**config.mk**
```make
export PLATFORM = sky130hd
export DESIGN_NAME = ldd_diag_flags
export DESIGN_NICKNAME = d
export VERILOG_FILES = /design/src/ldd_pkg.sv /design/src/ldd_chan_if.sv /design/src/ldd_chan.sv /design/src/ldd_diag_flags.sv
export SDC_FILE = /design/constraint.sdc
export NUM_CORES = 1
export LEC_CHECK = 0
export BUFFER_PORTS_ARGS = -buffer_cell sky130_fd_sc_hd__buf_2
export CAP_MARGIN = 25
export CORE_MARGIN = 1.5
export CORE_UTILIZATION = 45
export CTS_BUF_LIST = sky130_fd_sc_hd__clkbuf_4
export CTS_CLUSTER_DIAMETER = 30
export DETAILED_ROUTE_END_ITERATION = 16
export GPL_TIMING_DRIVEN = 1
export PLACE_DENSITY_LB_ADDON = 0.08
export SYNTH_ARGS = -nofsm -noshare
export SYNTH_HDL_FRONTEND = slang
export SYNTH_SLANG_ARGS = --single-unit
```
**constraint.sdc**
```tcl
create_clock -name clk -period 3.5 [get_ports clk]
set_input_delay 0.35 -clock clk [delete_from_list [all_inputs] [get_ports clk]]
set_output_delay 0.35 -clock clk [all_outputs]
set_load 0.005 [all_outputs]
```
**src/ldd_pkg.sv**
```systemverilog
// Constants, field layout and state encodings for the LED driver diagnostic flags
package ldd_pkg;

  // ****************************************
  // Register offsets and field positions
  // ****************************************
  localparam logic [6:0] ADDR_UPD_REQ   = 7'h06;
  localparam logic [6:0] ADDR_HEAD_LIVE = 7'h35;
  localparam logic [6:0] ADDR_TOG_NVM   = 7'h36;
  localparam int         NCH            = 3;
  localparam int         HL_HEAD_LSB    = 0;
  localparam int         HL_LIVE_LSB    = 3;
  localparam int         TN_TOG_LSB     = 0;
  localparam int         TN_DONE_BIT    = 3;
  localparam int         TN_REJ_BIT     = 4;
  localparam int         TN_ONE_BIT     = 6;
  localparam logic [7:0] RDATA_RST      = 8'h00;
  localparam logic [2:0] CH_FLAGS_RST   = 3'h0;

  // ****************************************
  // Timing
  // ****************************************
  localparam int CLK_HZ     = 40_000_000;
  localparam int T_START_MS = 12;
  localparam int T_RUN_MS   = 1;
  localparam int T_GATE_MS  = 1;
  localparam int START_CYC  = (T_START_MS * CLK_HZ + 999) / 1000;
  localparam int RUN_CYC    = (T_RUN_MS * CLK_HZ + 999) / 1000;
  localparam int GATE_CYC   = (T_GATE_MS * CLK_HZ + 999) / 1000;
  localparam int TMR_W      = 20;
  localparam logic [TMR_W-1:0] TMR_RST = 20'h00000;

  // ****************************************
  // Gate-drive supply states
  // ****************************************
  typedef enum logic [4:0] {
    GS_OFF   = 5'b00001,
    GS_START = 5'b00010,
    GS_GOOD  = 5'b00100,
    GS_SAG   = 5'b01000,
    GS_FAULT = 5'b10000
  } ldd_gs_e;

endpackage

```
**src/ldd_chan_if.sv**
```systemverilog
// Per-channel signal bundle between the flag block and a channel slice
`timescale 1ns/1ps
`default_nettype none
interface ldd_chan_if;
  logic pwm;
  logic reached;
  logic headroom;
  logic gate_high;
  logic chan_on;
  logic uv_ok;
  logic req;
  logic clr_head;
  logic clr_tog;
  logic toggle;
  logic live;
  logic latched;
  logic lowhead;
  logic pull_low;

  modport top  (output pwm, reached, headroom, gate_high, chan_on, uv_ok, req, clr_head, clr_tog,
                input  toggle, live, latched, lowhead, pull_low);
  modport chan (input  pwm, reached, headroom, gate_high, chan_on, uv_ok, req, clr_head, clr_tog,
                output toggle, live, latched, lowhead, pull_low);
endinterface
`default_nettype wire

```
**src/ldd_chan.sv**
```systemverilog
// One channel slice: toggle, current-reached and headroom flags
`timescale 1ns/1ps
`default_nettype none
module ldd_chan
  import ldd_pkg::*;
#(
  parameter int GATE_LIM = GATE_CYC
) (
  input wire logic   clk,
  input wire logic   rst_n,
  input wire logic   clk_en,
  ldd_chan_if.chan   bus
);

  logic             pwm_prev_reg;
  logic             toggle_reg;
  logic             live_reg;
  logic             latched_reg;
  logic             head_reg;
  logic             head_last_reg;
  logic             pull_reg;
  logic [TMR_W-1:0] gate_cnt_reg;

  // ****************************************
  // Event decode
  // ****************************************
  wire pwm_fall     = pwm_prev_reg & ~bus.pwm;
  wire pwm_change   = pwm_prev_reg ^ bus.pwm;
  wire monitor      = bus.chan_on & bus.uv_ok;
  wire head_event   = monitor & bus.headroom;                       // [RULE15]
  // Off or undervoltage: last sample may re-raise a cleared flag
  wire head_set     = monitor ? bus.headroom : head_last_reg;      // [RULE17]
  wire gate_timeout = gate_cnt_reg >= TMR_W'(GATE_LIM);
  wire live_set     = bus.reached & bus.pwm;                        // [RULE18]
  wire live_clr     = pwm_fall | ~bus.uv_ok | bus.req | gate_timeout; // [RULE19]
  wire lat_clr      = ~bus.uv_ok | head_event;                      // [RULE10]
  wire lat_upd      = pwm_fall | bus.req;                           // [RULE9] [RULE11]

  assign bus.toggle   = toggle_reg;
  assign bus.live     = live_reg;
  assign bus.latched  = latched_reg;
  assign bus.lowhead  = head_reg;
  assign bus.pull_low = pull_reg;

  // Gate-high watchdog, saturating so it never wraps
  always_ff @(posedge clk or negedge rst_n) begin
    if (!rst_n) begin
      gate_cnt_reg <= TMR_RST;
    end else if (clk_en) begin
      if (!(bus.gate_high && bus.pwm)) gate_cnt_reg <= TMR_RST;
      else if (!gate_timeout) gate_cnt_reg <= gate_cnt_reg + 1'b1;
    end
  end

  // Flags; a set wins over a coincident clear, but a latched clear beats an update
  always_ff @(posedge clk or negedge rst_n) begin
    if (!rst_n) begin
      pwm_prev_reg  <= 1'b0;
      toggle_reg    <= 1'b0;
      live_reg      <= 1'b0;
      latched_reg   <= 1'b0;
      head_reg      <= 1'b0;
      head_last_reg <= 1'b0;
      pull_reg      <= 1'b0;
    end else if (clk_en) begin
      pwm_prev_reg <= bus.pwm;
      toggle_reg   <= pwm_change | (toggle_reg & ~bus.clr_tog);     // [RULE14] [RULE22]
      live_reg     <= live_set | (live_reg & ~live_clr);            // [RULE18] [RULE19]
      if (lat_clr) latched_reg <= 1'b0;                             // [RULE10]
      else if (lat_upd) latched_reg <= live_reg;                    // [RULE9] [RULE11]
      head_reg     <= head_set | (head_reg & ~bus.clr_head);        // [RULE15] [RULE17] [RULE22]
      if (monitor) head_last_reg <= bus.headroom;
      pull_reg     <= head_event;                                   // [RULE15] [RULE16]
    end
  end
endmodule
`default_nettype wire

```
**src/ldd_diag_flags.sv**
```systemverilog
// Diagnostic flag bank of a three-channel LED buck driver
//
// Notes on behaviour
// RULE1 - Overtemperature sets its flag, shuts gate driver and supply, stops output current.
// RULE2 - Overtemperature while gate supply is good also sets the gate supply fault.
// RULE3 - Clear-faults clears overtemp only when cool; its companion fault clears with it.
// RULE4 - Gate supply fault after 12 ms failure at start-up, 1 ms when running.
// RULE5 - Gate supply fault shuts gate driver and regulator, clears good, stops current.
// RULE6 - While gate supply fault is set, LED voltage results stop updating.
// RULE7 - Gate supply fault clears on clear-faults, chip disable, or power-on reset.
// RULE8 - Gate supply good follows regulation; cleared on undervoltage or supply error.
// RULE9 - Latched reached flag updates on pwm falling edge or update request.
// RULE10 - Latched reached flag clears on undervoltage or headroom event on that channel.
// RULE11 - Update request copies live into latched, clears live, then self-clears.
// RULE12 - Nvm rejected flag sets on refused write, clears on write to its register.
// RULE13 - Nvm done flag sets on finished accepted access, clears on register write.
// RULE14 - Toggle flag sets on any pwm level change, clears on register write.
// RULE15 - Headroom too low while channel on and supply ok pulls gate low, sets flag.
// RULE16 - Switching resumes once headroom is above threshold again.
// RULE17 - Headroom flags stay until written; may reassert from last sample when off.
// RULE18 - Live reached flag sets once target current is reached in the pwm cycle.
// RULE19 - Live flag clears on pwm fall, undervoltage, update request, 1 ms gate-high.
// RULE20 - Headroom register: live flags at bits 5:3, headroom at 2:0, 7:6 zero.
// RULE21 - Toggle register: toggles at bits 2:0, bit 7 reads zero, bit 6 one.
// RULE22 - A setting event beats a coincident clearing write.
`timescale 1ns/1ps
`default_nettype none
module ldd_diag_flags
  import ldd_pkg::*;
#(
  parameter int START_LIM = START_CYC,
  parameter int RUN_LIM   = RUN_CYC,
  parameter int GATE_LIM  = GATE_CYC
) (
  input  wire logic       clk,
  input  wire logic       rst_n,
  input  wire logic       clk_en,
  input  wire logic       chip_enable,
  input  wire logic       overtemp_cmp,
  input  wire logic       gate_supply_regulated,
  input  wire logic       supply_above_uv_in,
  input  wire logic [2:0] pwm_pin,
  input  wire logic [2:0] target_reached_cmp,
  input  wire logic [2:0] headroom_low_cmp,
  input  wire logic [2:0] gate_high,
  input  wire logic [2:0] chan_on,
  input  wire logic       clear_faults,
  input  wire logic       nvm_reject,
  input  wire logic       nvm_done,
  input  wire logic       reg_wr,
  input  wire logic       reg_rd,
  input  wire logic [6:0] reg_addr,
  input  wire logic [7:0] reg_wdata,
  output logic      [7:0] reg_rdata,
  output logic            overtemp_flag,
  output logic            gate_supply_fault,
  output logic            gate_supply_good,
  output logic            supply_above_uv,
  output logic            gate_driver_en,
  output logic            gate_supply_reg_en,
  output logic            vled_update_en,
  output logic      [2:0] latched_reached,
  output logic      [2:0] gate_pull_low
);

  // ****************************************
  // Helpers
  // ****************************************
  function automatic logic addr_hit(input logic [6:0] a, input logic [6:0] off);
    addr_hit = (a == off);
  endfunction

  // ****************************************
  // Input synchronisers
  // ****************************************
  localparam int SYNC_W = 13;
  logic [SYNC_W-1:0] sync1_reg;
  logic [SYNC_W-1:0] sync2_reg;

  // Enable, pwm and comparator inputs cross two flops before use; gate_high and chan_on do not
  always_ff @(posedge clk or negedge rst_n) begin
    if (!rst_n) begin
      sync1_reg <= '0;
      sync2_reg <= '0;
    end else if (clk_en) begin
      sync1_reg <= {chip_enable, overtemp_cmp, gate_supply_regulated, supply_above_uv_in,
                    pwm_pin, target_reached_cmp, headroom_low_cmp};
      sync2_reg <= sync1_reg;
    end
  end

  wire       en_s   = sync2_reg[12];
  wire       ot_s   = sync2_reg[11];
  wire       reg_s  = sync2_reg[10];
  wire       uv_ok  = sync2_reg[9];
  wire [2:0] pwm_s  = sync2_reg[8:6];
  wire [2:0] rch_s  = sync2_reg[5:3];
  wire [2:0] head_s = sync2_reg[2:0];

  // ****************************************
  // Register access decode
  // ****************************************
  wire wr_req  = reg_wr & addr_hit(reg_addr, ADDR_UPD_REQ);
  wire wr_head = reg_wr & addr_hit(reg_addr, ADDR_HEAD_LIVE);
  wire wr_tog  = reg_wr & addr_hit(reg_addr, ADDR_TOG_NVM);

  logic [2:0] req_reg;
  logic       nvm_rej_reg;
  logic       nvm_done_reg;
  logic [7:0] rdata_reg;
  logic       uv_ok_reg;

  // ****************************************
  // Gate-drive supply and temperature
  // ****************************************
  ldd_gs_e          gs_reg;
  ldd_gs_e          gs_next;
  logic             ot_reg;
  logic             ot_fault_reg;
  logic [TMR_W-1:0] tmr_reg;
  logic             drv_en_reg;
  logic             reg_en_reg;

  // Overtemperature may only be cleared once the die is cool again
  wire ot_clr    = clear_faults & ~ot_s;                             // [RULE3]
  // On clear-faults, a fault born with overtemperature leaves only together with it
  wire fault_clr = clear_faults & ~(ot_fault_reg & ot_s);            // [RULE3] [RULE7]
  wire run_ok    = en_s & uv_ok & ~ot_s & ~ot_reg;
  wire tmr_start = tmr_reg >= TMR_W'(START_LIM - 1);                 // [RULE4]
  wire tmr_run   = tmr_reg >= TMR_W'(RUN_LIM - 1);                   // [RULE4]
  wire ot_on_good = ot_s & (gs_reg == GS_GOOD);                      // [RULE2]

  // Supply sequencing; the fault state is sticky until cleared
  always_comb begin
    gs_next = gs_reg;
    case (gs_reg)
      GS_OFF: begin
        if (run_ok) gs_next = GS_START;
      end
      GS_START: begin
        if (!run_ok) gs_next = GS_OFF;                               // [RULE1] [RULE8]
        else if (reg_s) gs_next = GS_GOOD;                           // [RULE8]
        else if (tmr_start) gs_next = GS_FAULT;                      // [RULE4]
      end
      GS_GOOD: begin
        if (ot_on_good) gs_next = GS_FAULT;                          // [RULE2]
        else if (!run_ok) gs_next = GS_OFF;                          // [RULE8]
        else if (!reg_s) gs_next = GS_SAG;
      end
      GS_SAG: begin
        if (!run_ok) gs_next = GS_OFF;
        else if (reg_s) gs_next = GS_GOOD;
        else if (tmr_run) gs_next = GS_FAULT;                        // [RULE4]
      end
      GS_FAULT: begin
        if (fault_clr) gs_next = GS_OFF;                             // [RULE7]
      end
      default: gs_next = GS_OFF;
    endcase
    // Off mode wipes the fault regardless of state
    if (!en_s) gs_next = GS_OFF;                                     // [RULE7]
  end

  // State, failure timer and driver enables
  always_ff @(posedge clk or negedge rst_n) begin
    if (!rst_n) begin
      gs_reg     <= GS_OFF;
      tmr_reg    <= TMR_RST;
      drv_en_reg <= 1'b0;
      reg_en_reg <= 1'b0;
    end else if (clk_en) begin
      gs_reg     <= gs_next;
      tmr_reg    <= (gs_next != gs_reg) ? TMR_RST : tmr_reg + 1'b1;
      drv_en_reg <= (gs_next == GS_GOOD);                            // [RULE1] [RULE5]
      reg_en_reg <= (gs_next == GS_START) || (gs_next == GS_GOOD) ||
                    (gs_next == GS_SAG);                             // [RULE1] [RULE5]
    end
  end

  // Overtemperature flag and the fault it spawned; set beats clear
  always_ff @(posedge clk or negedge rst_n) begin
    if (!rst_n) begin
      ot_reg       <= 1'b0;
      ot_fault_reg <= 1'b0;
    end else if (clk_en) begin
      ot_reg <= ot_s | (ot_reg & ~ot_clr);                           // [RULE1] [RULE3] [RULE22]
      if (ot_on_good) ot_fault_reg <= 1'b1;                          // [RULE2]
      else if (gs_next != GS_FAULT) ot_fault_reg <= 1'b0;
    end
  end

  // ****************************************
  // Software-visible flags
  // ****************************************
  // Update requests live one cycle, so a read mostly sees zero
  always_ff @(posedge clk or negedge rst_n) begin
    if (!rst_n) begin
      req_reg      <= CH_FLAGS_RST;
      nvm_rej_reg  <= 1'b0;
      nvm_done_reg <= 1'b0;
      uv_ok_reg    <= 1'b0;
    end else if (clk_en) begin
      req_reg      <= wr_req ? reg_wdata[2:0] : CH_FLAGS_RST;        // [RULE11]
      nvm_rej_reg  <= nvm_reject | (nvm_rej_reg & ~wr_tog);          // [RULE12] [RULE22]
      nvm_done_reg <= nvm_done | (nvm_done_reg & ~wr_tog);           // [RULE13] [RULE22]
      uv_ok_reg    <= uv_ok;
    end
  end

  // ****************************************
  // Channel slices
  // ****************************************
  ldd_chan_if ch_if [NCH] ();
  logic [2:0] toggle_w;
  logic [2:0] live_w;
  logic [2:0] latched_w;
  logic [2:0] lowhead_w;
  logic [2:0] pull_w;

  for (genvar i = 0; i < NCH; i++) begin : g_ch
    assign ch_if[i].pwm       = pwm_s[i];
    assign ch_if[i].reached   = rch_s[i];
    assign ch_if[i].headroom  = head_s[i];
    assign ch_if[i].gate_high = gate_high[i];
    assign ch_if[i].chan_on   = chan_on[i];
    assign ch_if[i].uv_ok     = uv_ok;
    assign ch_if[i].req       = req_reg[i];
    assign ch_if[i].clr_head  = wr_head;
    assign ch_if[i].clr_tog   = wr_tog;
    assign toggle_w[i]        = ch_if[i].toggle;
    assign live_w[i]          = ch_if[i].live;
    assign latched_w[i]       = ch_if[i].latched;
    assign lowhead_w[i]       = ch_if[i].lowhead;
    assign pull_w[i]          = ch_if[i].pull_low;

    ldd_chan #(
      .GATE_LIM (GATE_LIM)
    ) u_chan (
      .clk    (clk),
      .rst_n  (rst_n),
      .clk_en (clk_en),
      .bus    (ch_if[i])
    );
  end

  // ****************************************
  // Read mux
  // ****************************************
  wire [7:0] rd_req  = {5'h00, req_reg};
  wire [7:0] rd_head = {2'h0, live_w, lowhead_w};                    // [RULE20]
  wire [7:0] rd_tog  = {1'b0, 1'b1, 1'b0, nvm_rej_reg, nvm_done_reg, toggle_w}; // [RULE21]
  wire [7:0] rd_mux  = addr_hit(reg_addr, ADDR_UPD_REQ)   ? rd_req  :
                       addr_hit(reg_addr, ADDR_HEAD_LIVE) ? rd_head :
                       addr_hit(reg_addr, ADDR_TOG_NVM)   ? rd_tog  : RDATA_RST;

  // Read data registered; unmapped offsets read zero
  always_ff @(posedge clk or negedge rst_n) begin
    if (!rst_n) begin
      rdata_reg <= RDATA_RST;
    end else if (clk_en && reg_rd) begin
      rdata_reg <= rd_mux;
    end
  end

  // ****************************************
  // Outputs
  // ****************************************
  assign reg_rdata          = rdata_reg;
  assign overtemp_flag      = ot_reg;
  assign gate_supply_fault  = (gs_reg == GS_FAULT);                  // [RULE5]
  assign gate_supply_good   = (gs_reg == GS_GOOD);                   // [RULE8]
  assign supply_above_uv    = uv_ok_reg;
  assign gate_driver_en     = drv_en_reg;
  assign gate_supply_reg_en = reg_en_reg;
  // Good already excludes fault, so measurement freezes on a fault
  assign vled_update_en     = (gs_reg == GS_GOOD);                   // [RULE6]
  assign latched_reached    = latched_w;
  assign gate_pull_low      = pull_w;
endmodule
`default_nettype wire

```
==> run_results.csv <==
group,metric,value,unit
clock_network,ctsLongestPathBuffers,2,
finish,register_area,0.00373,mm²
worst_setup_path,reg2reg_slack,0.74,ns
die,num_io_pins,63,
sta,slew_viol_final,0,
finish,areaGrowthSynthToFinish,11.8,%
drt,route.met2.wl,6890,µm
sta,finClkSkew,0.0184,ns
power_and_ir_drop,peakVddDrop,0.393,mV
die,die_y,130,µm
yosys,synth_seq_cells,149,
power_and_ir_drop,seq_power_share,52.9,%
drt,drt-met1-wl,7280,µm
sta,timing_hold_violations_final,0,
drt,drt_iter0_drc,277,
drt,drt-total-wl,14800,µm
yosys,syn_nets,785,
worst_setup_path,r2r_cells,8,
hold_path,hold_start,"pwm_pin[1]",
drt,wl_met3,505,µm
hold_path,whs_path_depth,2,
clock_network,cts-root-buf,"clkbuf_4",
global_route,grt_max_degree,78,
clock_network,clock_latency,0.52,ns
worst_setup_path,crit_path_start_kind,"register",
clock_network,cts_max_level,4,
die,die_area,0.0170,mm²
global_route,overflow,0,
outcome,outcome,"finished, final reports clean",
sta,min_period_over_period,78.7,%
die,die_w,130,µm
yosys,netlist_area,0.00729,mm²
yosys,yosysWarnings,0,
worst_setup_path,crit_required,3.96,ns
die,start_util,46.0,%
drt,viasPerCell,5.35,
yosys,yosysTopAreaCell,"dfrtp_1",
worst_setup_path,crit_type,"register to register",
yosys,synth.top_cell.area_share,50.8,%
power_and_ir_drop,power_density,458,mW/mm²
yosys,async_reset_ff_share,100,%
finish,multi_input_area,0.00327,mm²
finish,nets,839,
sta,setup_tns,0,ns
global_route,antenna_found_initial,1,
yosys,ys.flop_type,"dfrtp_1",
yosys,yosysSeqAreaShare,51.2,%
finish,instances_no_fill,1017,
sta,setup_viol,0,
hold_path,hold_class,"input port to register",
sta,max_freq,363,MHz
drt,first_pass_iters,4,
global_route,grt_pass1_wl,25100,µm
drt,route.vias.total,5445,
global_route,grt_usage,18.8,%
power_and_ir_drop,leakage,3.68,nW
finish,fillers,1489,
placed_design,pre_cts_ws,0.780,ns
sta,layout_min_cycle_time,2.76,ns
sta,setup_ws,0.745,ns
yosys,synth_area_leaders,"dfrtp_1 (51%), mux2_2 (4.6%), nor2_1 (4.5%)",
clock_network,numCtsBuffers,17,
power_and_ir_drop,combPwrFrac,14.5,%
power_and_ir_drop,power.share.clock,32.6,%
worst_setup_path,worst-path-max-fanout,14,
worst_setup_path,worstPathArrival,3.21,ns
global_route,grt_pass1_vias,5144,
sta,worstMarginPinSlew,0.725,ns
placed_design,place.gp.congestion,0.783,
drt,drcViolationCount,0,
sta,rsz0062_at_grt,"false",
job,drv_cap,0,
drt,top_layer,"met4",
sta,timing.slew.headroom,51.2,%
die,fp-row-count,46,
worst_setup_path,reg2reg_to,"tmr_reg[0]",
yosys,synth_area_per_cell,9.94,µm²
finish,drive_gt1_share,17.0,%
hold_path,whs_endpoint,"sync1_reg[7]",
finish,largest_reg_flops,60,
yosys,synthCells,733,
drt,wl_per_cell,14.5,µm
finish,layout_common_cells,"dfrtp_1 (148), nor2_1 (88), nand2_1 (79)",
power_and_ir_drop,p_sw_share,28.7,%
die,core-area,0.0158,mm²
clock_network,clkSlewWorstSetupHoldPaths,0.14,ns
clock_network,cts_resized,0,
finish,final_common_cell,"dfrtp_1",
clock_network,clock_sink_count,149,
drt,drtAntennaViolNets,0,
worst_setup_path,cp-end-kind,"register",
worst_setup_path,r2r-start,"gs_reg[0]",
power_and_ir_drop,p_int,2.66,mW
placed_design,numPlacedInstances,973,
yosys,synth-edff-count,0,
clock_network,cts_tree,"yes",
power_and_ir_drop,p_sw,1.07,mW
yosys,ys_types,65,
placed_design,portBuffers,56,
placed_design,dpl.hpwl,10300,µm
[critical path: stages (launching register included)]
cell	delay (ns)
dfstp_2	0.70
nor2_1	0.14
and3_1	0.21
nor2b_1	0.17
a211oi_1	0.34
nor2_1	0.07
a2111o_1	0.55
nor2_1	0.29
mux2_2	0.21
[power by group through the flow]
stage / combinational (mW) / clock (mW) / sequential, mW
2_1_floorplan: 0.430 / 0 / 1.96
5_1_grt: 0.610 / 1.34 / 2.00
3_5_place_dp: 0.540 / 0 / 2.01
6_report: 0.541 / 1.22 / 1.97
4_1_cts: 0.550 / 1.26 / 1.97
3_3_place_gp: 0.527 / 0 / 2.00
[cells in the mapped netlist, types with 3 or more instances]
cell type  number
and3_1         18
nor2_1         88
a41oi_1         5
o211ai_1        3
ha_1           10
or4_1           5
nor2b_1        15
nand3_1        34
or3_1          11
clkbuf_1       24
a21oi_1        29
nor3_1          6
nand4bb_1       3
xor2_1         32
o2bb2ai_1       4
nor4_1          6
mux2_2         30
buf_6           3
nand2_1        79
buf_4           9
a22o_1          8
buf_2           4
a21o_1          3
and4_1          4
nand4_1        13
inv_1          16
o21ai_0        48
xnor2_1        13
nor4bb_1        4
dfrtp_1       148
a211o_1         3
a222oi_1        3
a31oi_1         6
o31ai_1         3
[per-stage QoR]
stage	instance area, µm²	hold slack (ns)	util [%]	total power [mW]
finish	8140	0.0700	51.5	3.73
global route	8140	0.00384	51.5	3.95
CTS	8110	0.00263	51.2	3.79
detailed placement	7700	0.436	48.7	2.55
global placement	7700	0.425	48.7	2.53
floorplan	7290	0.0544	-	2.39
[logic make-up (layout without fill, tap and decap cells)]
kind of cell / after synthesis / in the layout / synth area share (%)
xor+xnor: 45 / 45 / 5.41
flops: 149 / 149 / 51.2
simple gates: 302 / 302 / 20.5
other cells: 1 / 2 / 0.0515
buf+inv: 59 / 126 / 3.88
fa+ha+maj: 10 / 10 / 1.72
mux: 32 / 32 / 4.91
compound gates: 135 / 135 / 12.3
[layout make-up]
cell class	instances	area share [%]
diodes	1	0.0307
clock buffers	17	1.57
clock inverters	15	2.49
inverters	17	0.784
multi-input cells	525	40.2
flip-flops and latches	149	45.8
well taps	216	3.32
repair buffers	77	5.82
[what timing repair did]
item,4_1_cts,5_1_grt
hold buffers,8,3
hold endpoints to repair,81,3
setup buffers,0,0
setup endpoints to repair,0,0
[worst max path at each step]
stage / slack, ns / startpoint / end
2_1_floorplan: 1.13 / gs_reg[4] / tmr_reg[10]
3_3_place_gp: 0.86 / gs_reg[0] / tmr_reg[0]
3_5_place_dp: 0.78 / gs_reg[0] / tmr_reg[0]
4_1_cts: 0.73 / gs_reg[0] / tmr_reg[0]
5_1_grt: 0.55 / gs_reg[3] / tmr_reg[0]
6_report: 0.74 / gs_reg[0] / tmr_reg[0]
[layer usage]
| layer | vias to the layer above | GRT usage, % |
|---|---|---|
| li1 | 2680 | - |
| met1 | 2683 | 26.2 |
| met2 | 73 | 29.7 |
| met3 | 9 | 4.59 |
| met4 | 0 | 4.05 |
| met5 | - | 0 |
Note: power is estimated with default switching activity, not from simulation.
